[config.mk]
export PLATFORM = sky130hd
export DESIGN_NAME = ilss_top
export DESIGN_NICKNAME = d
export VERILOG_FILES = /design/src/design/ilss_pkg.sv /design/src/design/ilss_tmr_if.sv /design/src/design/ilss_sync_edge.sv /design/src/design/ilss_latch_timer.sv /design/src/design/ilss_top.sv
export VERILOG_INCLUDE_DIRS = /design/src /design/src/design
export SDC_FILE = /design/constraint.sdc
export NUM_CORES = 1
export LEC_CHECK = 0
export ABC_CLOCK_PERIOD_IN_PS = 5000
export BUFFER_PORTS_ARGS = -buffer_cell sky130_fd_sc_hd__buf_2
export CORE_MARGIN = 4
export CORE_UTILIZATION = 63
export CTS_BUF_LIST = sky130_fd_sc_hd__clkbuf_8
export DETAILED_ROUTE_END_ITERATION = 16
export GPL_TIMING_DRIVEN = 1
export HOLD_SLACK_MARGIN = 0.15
export PLACE_DENSITY = 0.94
export REMOVE_ABC_BUFFERS = 1
export SETUP_SLACK_MARGIN = 0.15
export SYNTH_ARGS = -nofsm -noshare
export SYNTH_HDL_FRONTEND = slang
export SYNTH_HIERARCHICAL = 1
export SYNTH_SLANG_ARGS = --single-unit
export TNS_END_PERCENT = 100
[constraint.sdc]
create_clock -name i_sys_clk -period 5 [get_ports i_sys_clk]
set_input_delay 0 -clock i_sys_clk [delete_from_list [all_inputs] [get_ports i_sys_clk]]
set_output_delay 0 -clock i_sys_clk [all_outputs]
set_load 0.01 [all_outputs]
[src/design/ilss_regs.svh]
// Register map, field positions, codes and reset values of the input-latch sync block.
// Assumes byte addressing on a 32-bit AHB-Lite bus, one register per aligned word.
`ifndef ILSS_REGS_SVH
`define ILSS_REGS_SVH

// ==========================================================================
// Offsets
`define ILSS_OFF_CTRL        8'h00
`define ILSS_OFF_OUT_TYPE    8'h04
`define ILSS_OFF_IN_TYPE     8'h08
`define ILSS_OFF_SUPPORTED   8'h0c
`define ILSS_OFF_CYCLE_TIME  8'h10
`define ILSS_OFF_SHIFT_TIME  8'h14
`define ILSS_OFF_MIN_CYCLE   8'h18
`define ILSS_OFF_GET_CYCLE   8'h1c
`define ILSS_OFF_MEAS_CYCLE  8'h20
`define ILSS_OFF_TOO_SMALL   8'h24
`define ILSS_OFF_MISSED      8'h28
`define ILSS_OFF_SYNC_ERR    8'h2c
`define ILSS_OFF_IRQ_STAT    8'h30
`define ILSS_OFF_IRQ_MASK    8'h34

// ==========================================================================
// Fields
`define ILSS_CTRL_OUTPUTS    0
`define ILSS_CTRL_ENABLE     1
`define ILSS_CTRL_MISS_EN    2
`define ILSS_SUP_SM_BIT      1
`define ILSS_IRQ_LATCH       0
`define ILSS_IRQ_MISSED      1
`define ILSS_IRQ_TOO_SMALL   2

// ==========================================================================
// Codes and reset values
`define ILSS_TYPE_SYNC_BUF   8'h01
`define ILSS_TYPE_IN_FOLLOW  8'h22
`define ILSS_RST_CTRL        3'h0
`define ILSS_RST_CYCLE_TIME  32'h0000_0000
`define ILSS_RST_SHIFT_TIME  32'h0000_0000
`define ILSS_RST_IRQ_MASK    3'h0

`endif

[src/design/ilss_pkg.sv]
// Types shared by the input-latch sync block.
// Constants live in ilss_regs.svh.
package ilss_pkg;

  typedef logic [31:0] ilss_word_t;

  typedef enum logic [1:0] {
    ILSS_IDLE,
    ILSS_WAIT_LATCH,
    ILSS_LATCHED
  } ilss_tstate_t;

  typedef struct packed {
    ilss_tstate_t state;
    logic [31:0]  cnt;
    logic [31:0]  period;
    logic         latch;
    logic         missed;
    logic         too_small;
  } ilss_tmr_st_t;

  typedef struct packed {
    logic [7:0]  addr;
    logic        wr_pend;
    logic [31:0] rdata;
    logic [2:0]  ctrl;
    logic [31:0] cycle_time;
    logic [31:0] shift_time;
    logic        get_cycle;
    logic [31:0] meas_cycle;
    logic [15:0] too_small_cnt;
    logic [15:0] missed_cnt;
    logic        sync_err;
    logic [2:0]  irq_stat;
    logic [2:0]  irq_mask;
  } ilss_top_st_t;

endpackage

[src/design/ilss_tmr_if.sv]
// Signals between the register block and the latch timer.
// Assumes both ends run on the same clock.
`timescale 1ns/10ps
interface ilss_tmr_if;
  logic        cycle_start;
  logic [31:0] shift_time;
  logic [31:0] min_cycle;
  logic        latch;
  logic        missed;
  logic        too_small;
  logic [31:0] period;

  modport tmr (input cycle_start, shift_time, min_cycle,
               output latch, missed, too_small, period);
  modport ctl (output cycle_start, shift_time, min_cycle,
               input latch, missed, too_small, period);
endinterface

[src/design/ilss_sync_edge.sv]
// Two-stage synchroniser with rising-edge pulse for a group of pins.
// Assumes pin pulses last at least two clock periods.
`timescale 1ns/10ps
module ilss_sync_edge #(
  parameter int WIDTH = 2
) (
  input  wire logic             i_sys_clk,
  input  wire logic             i_rst,
  input  wire logic [WIDTH-1:0] i_pin,
  output logic      [WIDTH-1:0] o_rise
);
  import ilss_pkg::*;

  typedef struct packed {
    logic [WIDTH-1:0] meta;
    logic [WIDTH-1:0] sync;
    logic [WIDTH-1:0] last;
  } ilss_sync_st_t;

  ilss_sync_st_t st_ff;
  ilss_sync_st_t nxt_st;

  always_comb
  begin
    nxt_st      = st_ff;
    nxt_st.meta = i_pin;
    nxt_st.sync = st_ff.meta;
    nxt_st.last = st_ff.sync;
  end

  always_ff @(posedge i_sys_clk)
  begin
    if (i_rst)
      st_ff <= '0;
    else
      st_ff <= nxt_st;
  end

  // Edge taken between second stage and its delayed copy only
  genvar g;
  generate
    for (g = 0; g < WIDTH; g++)
    begin : g_edge
      assign o_rise[g] = st_ff.sync[g] & ~st_ff.last[g];
    end
  endgenerate
endmodule

[src/design/ilss_latch_timer.sv]
// Local-cycle timer: starts on a buffer event, fires the input latch at shift time.
// Assumes cycle_start is a one-cycle pulse from the same clock.
`timescale 1ns/10ps
module ilss_latch_timer (
  input  wire logic i_sys_clk,
  input  wire logic i_rst,
  ilss_tmr_if.tmr   tif
);
  import ilss_pkg::*;

  ilss_tmr_st_t st_ff;
  ilss_tmr_st_t nxt_st;
  logic [31:0]  cnt_inc;
  logic [31:0]  cnt_ahead;

  assign cnt_inc = st_ff.cnt + 32'h0000_0001;
  // Latch output is registered, so the decision is taken one cycle early
  assign cnt_ahead = st_ff.cnt + 32'h0000_0002;

  always_comb
  begin
    nxt_st           = st_ff;
    nxt_st.latch     = 1'b0;
    nxt_st.missed    = 1'b0;
    nxt_st.too_small = 1'b0;
    if (st_ff.state != ILSS_IDLE)
      nxt_st.cnt = cnt_inc;
    if (tif.cycle_start)
    begin
      // New cycle start
      nxt_st.cnt = 32'h0000_0000;
      if (st_ff.state != ILSS_IDLE)
      begin
        nxt_st.period = cnt_inc;
        if (cnt_inc < tif.min_cycle)
          nxt_st.too_small = 1'b1;
      end
      if (st_ff.state == ILSS_WAIT_LATCH)
      begin
        // Shift reached past the event: latch now, count the overrun
        nxt_st.latch  = 1'b1;
        nxt_st.missed = 1'b1;
      end
      if (tif.shift_time <= 32'h0000_0001)
      begin
        nxt_st.latch = 1'b1;
        nxt_st.state = ILSS_LATCHED;
      end
      else
        nxt_st.state = ILSS_WAIT_LATCH;
    end
    else
    begin
      case (st_ff.state)
        ILSS_WAIT_LATCH:
        begin
          // Sample late, at shift time after cycle start
          if (cnt_ahead >= tif.shift_time)
          begin
            nxt_st.latch = 1'b1;
            nxt_st.state = ILSS_LATCHED;
          end
        end
        default:
        begin
          nxt_st.state = st_ff.state;
        end
      endcase
    end
  end

  always_ff @(posedge i_sys_clk)
  begin
    if (i_rst)
      st_ff <= '0;
    else
      st_ff <= nxt_st;
  end

  assign tif.latch     = st_ff.latch;
  assign tif.missed    = st_ff.missed;
  assign tif.too_small = st_ff.too_small;
  assign tif.period    = st_ff.period;
endmodule

[src/design/ilss_top.sv]
// Input-latch shift synchroniser with AHB-Lite register slave.
// Assumes buffer-event pins are asynchronous pulses of two or more clocks.
`timescale 1ns/10ps
`include "ilss_regs.svh"
module ilss_top #(
  parameter logic [31:0] MIN_CYCLE = 32'h0000_0010
) (
  input  wire logic              i_sys_clk,
  input  wire logic              i_rst,
  input  wire logic              hsel,
  input  wire logic [31:0]       haddr,
  input  wire logic [1:0]        htrans,
  input  wire logic              hwrite,
  input  wire logic [2:0]        hsize,
  input  wire ilss_pkg::ilss_word_t hwdata,
  input  wire logic              hready,
  output ilss_pkg::ilss_word_t   hrdata,
  output logic                   hreadyout,
  output logic                   hresp,
  input  wire logic              i_output_buffer_event,
  input  wire logic              i_input_buffer_event,
  output logic                   o_cycle_start,
  output logic                   o_input_latch,
  output logic                   o_irq
);
  import ilss_pkg::*;

  // ==========================================================================
  // Event capture
  logic [1:0]   ev_rise;
  logic         out_ev;
  logic         in_ev;
  logic         cyc_ff;
  logic         nxt_cyc;
  ilss_top_st_t st_ff;
  ilss_top_st_t nxt_st;

  ilss_sync_edge #(
    .WIDTH (2)
  ) u_sync (
    .i_sys_clk (i_sys_clk),
    .i_rst     (i_rst),
    .i_pin     ({i_input_buffer_event, i_output_buffer_event}),
    .o_rise    (ev_rise)
  );

  assign out_ev = ev_rise[0];
  assign in_ev  = ev_rise[1];

  // Event choice follows the outputs-present bit
  always_comb
  begin
    nxt_cyc = 1'b0;
    if (st_ff.ctrl[`ILSS_CTRL_ENABLE])
    begin
      if (st_ff.ctrl[`ILSS_CTRL_OUTPUTS])
        nxt_cyc = out_ev;
      else
        nxt_cyc = in_ev;
    end
  end

  always_ff @(posedge i_sys_clk)
  begin
    if (i_rst)
      cyc_ff <= 1'b0;
    else
      cyc_ff <= nxt_cyc;
  end

  // ==========================================================================
  // Latch timer
  ilss_tmr_if tif ();

  assign tif.cycle_start = cyc_ff;
  assign tif.shift_time  = st_ff.shift_time;
  assign tif.min_cycle   = MIN_CYCLE;

  ilss_latch_timer u_tmr (
    .i_sys_clk (i_sys_clk),
    .i_rst     (i_rst),
    .tif       (tif)
  );

  // ==========================================================================
  // Register read decode
  function automatic logic [31:0] rd_word(input logic [7:0] a, input ilss_top_st_t s);
    logic [31:0] w;
    w = 32'h0000_0000;
    if (a == `ILSS_OFF_CTRL)
      w = {29'h0000_0000, s.ctrl};
    else if (a == `ILSS_OFF_OUT_TYPE)
      w = {24'h00_0000, `ILSS_TYPE_SYNC_BUF};
    else if (a == `ILSS_OFF_IN_TYPE)
    begin
      if (s.ctrl[`ILSS_CTRL_OUTPUTS])
        w = {24'h00_0000, `ILSS_TYPE_IN_FOLLOW};
      else
        w = {24'h00_0000, `ILSS_TYPE_SYNC_BUF};
    end
    else if (a == `ILSS_OFF_SUPPORTED)
      w = 32'h0000_0001 << `ILSS_SUP_SM_BIT;
    else if (a == `ILSS_OFF_CYCLE_TIME)
      w = s.cycle_time;
    else if (a == `ILSS_OFF_SHIFT_TIME)
      w = s.shift_time;
    else if (a == `ILSS_OFF_MIN_CYCLE)
      w = MIN_CYCLE;
    else if (a == `ILSS_OFF_GET_CYCLE)
      w = {31'h0000_0000, s.get_cycle};
    else if (a == `ILSS_OFF_MEAS_CYCLE)
      w = s.meas_cycle;
    else if (a == `ILSS_OFF_TOO_SMALL)
      w = {16'h0000, s.too_small_cnt};
    else if (a == `ILSS_OFF_MISSED)
      w = {16'h0000, s.missed_cnt};
    else if (a == `ILSS_OFF_SYNC_ERR)
      w = {31'h0000_0000, s.sync_err};
    else if (a == `ILSS_OFF_IRQ_STAT)
      w = {29'h0000_0000, s.irq_stat};
    else if (a == `ILSS_OFF_IRQ_MASK)
      w = {29'h0000_0000, s.irq_mask};
    return w;
  endfunction

  // ==========================================================================
  // Bus slave and register state
  logic        addr_ok;
  logic [2:0]  irq_ev;
  logic [2:0]  irq_clr;
  logic        wr_hit;

  // Whole-word transfers only; others are taken but leave state alone
  assign addr_ok = hsel & hready & htrans[1] & (hsize == 3'h2);
  assign wr_hit  = st_ff.wr_pend;
  assign irq_ev  = {tif.too_small, tif.missed, tif.latch};

  always_comb
  begin
    nxt_st         = st_ff;
    nxt_st.wr_pend = 1'b0;
    irq_clr        = 3'h0;

    if (addr_ok)
    begin
      nxt_st.addr    = haddr[7:0];
      nxt_st.wr_pend = hwrite;
      if (!hwrite)
        nxt_st.rdata = rd_word(haddr[7:0], st_ff);
    end

    if (wr_hit)
    begin
      if (st_ff.addr == `ILSS_OFF_CTRL)
        nxt_st.ctrl = hwdata[2:0];
      else if (st_ff.addr == `ILSS_OFF_CYCLE_TIME)
        nxt_st.cycle_time = hwdata;
      else if (st_ff.addr == `ILSS_OFF_SHIFT_TIME)
        nxt_st.shift_time = hwdata;
      else if (st_ff.addr == `ILSS_OFF_GET_CYCLE)
        nxt_st.get_cycle = hwdata[0];
      else if (st_ff.addr == `ILSS_OFF_IRQ_STAT)
        irq_clr = hwdata[2:0];
      else if (st_ff.addr == `ILSS_OFF_IRQ_MASK)
        nxt_st.irq_mask = hwdata[2:0];
    end

    // Period moves only at a cycle start; following it avoids a stale copy
    if (st_ff.get_cycle)
      nxt_st.meas_cycle = tif.period;

    // Counters saturate so software never sees a wrap to zero
    if (tif.too_small && st_ff.too_small_cnt != 16'hffff)
      nxt_st.too_small_cnt = st_ff.too_small_cnt + 16'h0001;

    if (st_ff.ctrl[`ILSS_CTRL_MISS_EN])
    begin
      if (tif.missed)
      begin
        if (st_ff.missed_cnt != 16'hffff)
          nxt_st.missed_cnt = st_ff.missed_cnt + 16'h0001;
        nxt_st.sync_err = 1'b1;
      end
      else if (tif.latch)
        nxt_st.sync_err = 1'b0;
    end
    else
      nxt_st.sync_err = 1'b0;

    // Set wins over a simultaneous write-one clear
    nxt_st.irq_stat = (st_ff.irq_stat & ~irq_clr) | irq_ev;
  end

  always_ff @(posedge i_sys_clk)
  begin
    if (i_rst)
    begin
      st_ff            <= '0;
      st_ff.ctrl       <= `ILSS_RST_CTRL;
      st_ff.cycle_time <= `ILSS_RST_CYCLE_TIME;
      st_ff.shift_time <= `ILSS_RST_SHIFT_TIME;
      st_ff.irq_mask   <= `ILSS_RST_IRQ_MASK;
    end
    else
      st_ff <= nxt_st;
  end

  // ==========================================================================
  // Outputs
  assign hrdata        = st_ff.rdata;
  assign hreadyout     = 1'b1;
  assign hresp         = 1'b0;
  assign o_cycle_start = cyc_ff;
  assign o_input_latch = tif.latch;
  assign o_irq         = |(st_ff.irq_stat & st_ff.irq_mask);
endmodule

==> impl_metrics.yaml <==
cells_and_area:
  seq_area_sq_mm: 0.00513
  synthToLayoutAreaGrowth_pct: 10.9
  final_cell_area_sq_mm: 0.0156
  fin_nets: 1971
  drive_gt1_share_pct: 11.1
  fill_cells: 1437
  final_util_pct: 71.4
  multi_input_area_sq_mm: 0.00780
synth:
  seq_area_frac_synth_pct: 36.4
  synthArstFlopShare_pct: 0
  syn_inst: 1765
  synth_edf_count: 0
  syn_area_sq_mm: 0.0141
  synth_area_per_cell_sq_um: 7.99
  synth.distinct_cells: 80
  yosysWarnings: 6
  ys_seq_elements: 256
  synthFlopType: "dfxtp_1"
setup_path:
  critPathKind: "flip-flop to flip-flop"
  crit_arrival_ns: 4.78
  path_cells: "ha_1, nand3_2, nor3_4, and2_1, nand2_1, xnor2_1, ha_1, a21oi_1, o21ai_0, a221oi_1, o211ai_1, or4b_2, o21ai_0"
  cp.required_ns: 5.47
  crit_slowest_cell: "or4b_2"
  path_max_fanout: 12
  crit_path_start_kind: "flip-flop"
  cp-end-kind: "flip-flop"
  slowest_delay_ns: 0.66
global_route:
  grt_pass1_wl_mm: 69.5
  met1_usage_pct: 40.0
  grtUsageMet3_pct: 12.4
  grt_use_total_pct: 34.7
  gr-usage-met2_pct: 56.3
  first_global_vias: 13300
  grt_max_degree: 106
  antenna_found_initial: 2
  gr-total-overflow: 0
  busiest_layer: "met2"
sta:
  fin_tns_setup_ns: 0
  slew_headroom_pct: 22.7
  tightestPinTransition_ns: 1.16
  skew_ns: 0.0334
  min_period_ns: 4.30
  drv_slew: 0
  min_period_over_period_pct: 86.0
  finalWorstSetupSlack_ns: 0.699
  hold_viol_final: 0
  setup_violations: 0
  timing.fmax_ghz: 0.232
  rsz0062_at_grt: "false"
place:
  placed_area_sq_mm: 0.0141
  pre_cts_ws_ns: 0.875
  gp_congestion: 0.964
  port_buffers: 85
  hpwlAfterDp_mm: 26.3
drt:
  drt-total-wl_mm: 44.1
  drtPass1Iterations: 10
  route.detailed.drc: 0
  drtIter0Drc: 1893
  drt.antenna.violating_nets: 0
  via_count: 13700
  wl_per_cell_um: 20.6
  vias_per_cell: 6.39
power_and_ir_drop:
  p_total_mw: 4.12
  power_density_mw_per_mm2: 264
  p_leak_nw: 5.96
  vdd_drop_max_mv: 0.164
clock_network:
  cts_max_level: 2
  post_cts_buffers: 0
  cts_tree: "yes"
  clock_latency_ns: 0.58
  cts_sinks: 256
  cts-root-buf: "clkbuf_8"
  cts_buffers: 42
  path_clk_slew_ns: 0.06
  cts-resized-gates: 0
  cts.path.max_buffers: 3
min_path:
  hold_class: "input pin to flip-flop"
floorplan:
  die_y_um: 158
  core.rowCount: 54
  start_util_pct: 64.4
  core_area_sq_mm: 0.0219
  ioPinCount: 113
  die_area_sq_mm: 0.0248
  fp.dieW_um: 158
status:
  status: "finished clean"
run:
  maxCapViolCount: 0
==> cell type report <==
cell class	instances	share of cell area [%]
flip-flops and latches	256	32.8
well taps	280	2.24
inverters	80	1.92
repair buffers	163	7.57
clock buffers	53	4.67
clock inverters	22	0.873
diodes	2	0.0320
multi-input cells	1285	49.9
==> layout by cell type, fill, tap and decap left out, types with 4 or more instances in the layout <==
cell / count
clkbuf_8: 53
nor3_1: 41
a21oi_1: 148
and2_1: 7
xnor2_1: 51
nand3_2: 4
buf_4: 12
mux2i_1: 53
buf_2: 84
nand2_1: 264
and4_1: 12
o21ai_1: 5
a2bb2oi_1: 13
nand3_1: 44
dfxtp_1: 255
nor2_1: 206
nor4_1: 14
xor2_1: 58
o21ai_0: 45
o211ai_1: 10
a211oi_1: 7
nor2b_1: 17
a2111oi_0: 4
or2_2: 4
and3_1: 11
o21ai_2: 20
inv_1: 95
dlygate4sd3_1: 66
conb_1: 34
nand4_1: 30
a22oi_1: 18
ha_1: 67
or3_1: 12
nand2b_1: 6
a221oi_1: 15
o21a_1: 7
==> registers in the layout, summed over array words and instances (netlist names) <==
register / count
u_tmr/tif.too_small: 1
tif.shift_time: 32
o_cycle_start: 1
wr_hit: 1
u_sync/nxt_st: 4
u_tmr/tif.missed: 1
u_tmr/tif.period: 32
u_tmr/st_ff: 34
st_ff: 115
hrdata: 32
u_tmr/tif.latch: 1
u_sync/st_ff: 2
==> through the flow <==
stage,instances,hold slack [ns]
after floorplan,1621,0.0691
after detailed placement,1998,0.219
after CTS,2139,0.217
after global placement,1998,0.224
final,2141,0.236
after global routing,2140,0.249
==> worst paths after layout <==
| check | start | end | slack, ns | cells past startpoint |
|---|---|---|---|---|
| worst max-delay path | u_tmr/st_ff[37]$_SDFFE_PP0N_ | u_tmr/st_ff[67]$_SDFFE_PP0P_ | 0.70 | 13 |
| worst min-delay path | hwdata[20] | st_ff[124]$_SDFFE_PP0P_ | 0.24 | 4 |
| worst max register to register | u_tmr/st_ff[37]$_SDFFE_PP0N_ | u_tmr/st_ff[67]$_SDFFE_PP0P_ | 0.70 | 13 |
| worst min register to register | hrdata[13]$_SDFFE_PP0P_ | hrdata[13]$_SDFFE_PP0P_ | 0.45 | 2 |
==> worst max-delay path, delay by kind of cell (launching register included) <==
kind                     cells  cell delay [ns]
AO/OA/AOI/OAI                5             0.92
XOR/XNOR                     1             0.24
adder cells (fa/ha/maj)      2             0.60
flip-flops                   1             0.47
AND/OR/NAND/NOR              5             1.99
==> per-layer routing <==
layer  share of wire (%)  wire (um)  up-vias
met3                  13       5520      307
met5                   0          0        -
li1                    -          -     6053
met4                 6.4       2820        0
met2                  46      20100     1089
met1                  35      15600     6233
==> power by group <==
group | internal [mW] | switching [mW] | leakage [nW]
registers | 2.04 | 0.00178 | 2.06
logic | 0.0661 | 0.113 | 3.39
clock network | 1.01 | 0.889 | 0.500
==> repair_timing <==
action | 4_1_cts | 5_1_grt
setup endpoints to repair | 0 | 0
hold buffers | 66 | 0
endpoints found under the hold margin | 126 | 0
==> kinds of logic (layout without fill, tap and decap cells) <==
family | count (synthesis) | after routing | share of synthesized area (%)
compound gates | 315 | 315 | 14.0
xor+xnor | 109 | 109 | 6.77
flops | 256 | 256 | 36.4
mux | 55 | 55 | 4.00
simple gates | 705 | 705 | 23.5
other cells | 2 | 36 | 0.0533
buf+inv | 256 | 318 | 9.33
fa+ha+maj | 67 | 67 | 5.95
==> cell usage after synthesis (4+ instances only) <==
master       n  area [sq um]
a2111oi_0    4          35.0
a211oi_1     7          52.6
a21oi_1    148           741
a221oi_1    15           131
a22oi_1     18           135
a2bb2oi_1   13           114
and2_1       6          37.5
and3_1      11          68.8
and4_1      12           105
buf_2       27           135
buf_4       72           541
clkbuf_1    68           255
dfxtp_1    256          5120
ha_1        67           838
inv_1       80           300
mux2i_1     53           531
nand2_1    264           991
nand2b_1     6          37.5
nand3_1     44           220
nand3_2      4          40.0
nand4_1     30           188
nor2_1     208           781
nor2b_1     17           106
nor3_1      41           205
nor4_1      14          87.6
o211ai_1    10          75.1
o21a_1       7          52.6
o21ai_0     45           225
o21ai_1      5          25.0
o21ai_2     20           175
or2_2        4          25.0
or3_1       12          75.1
xnor2_1     51           447
xor2_1      58           508
Note: power is estimated with default switching activity, not from simulation.
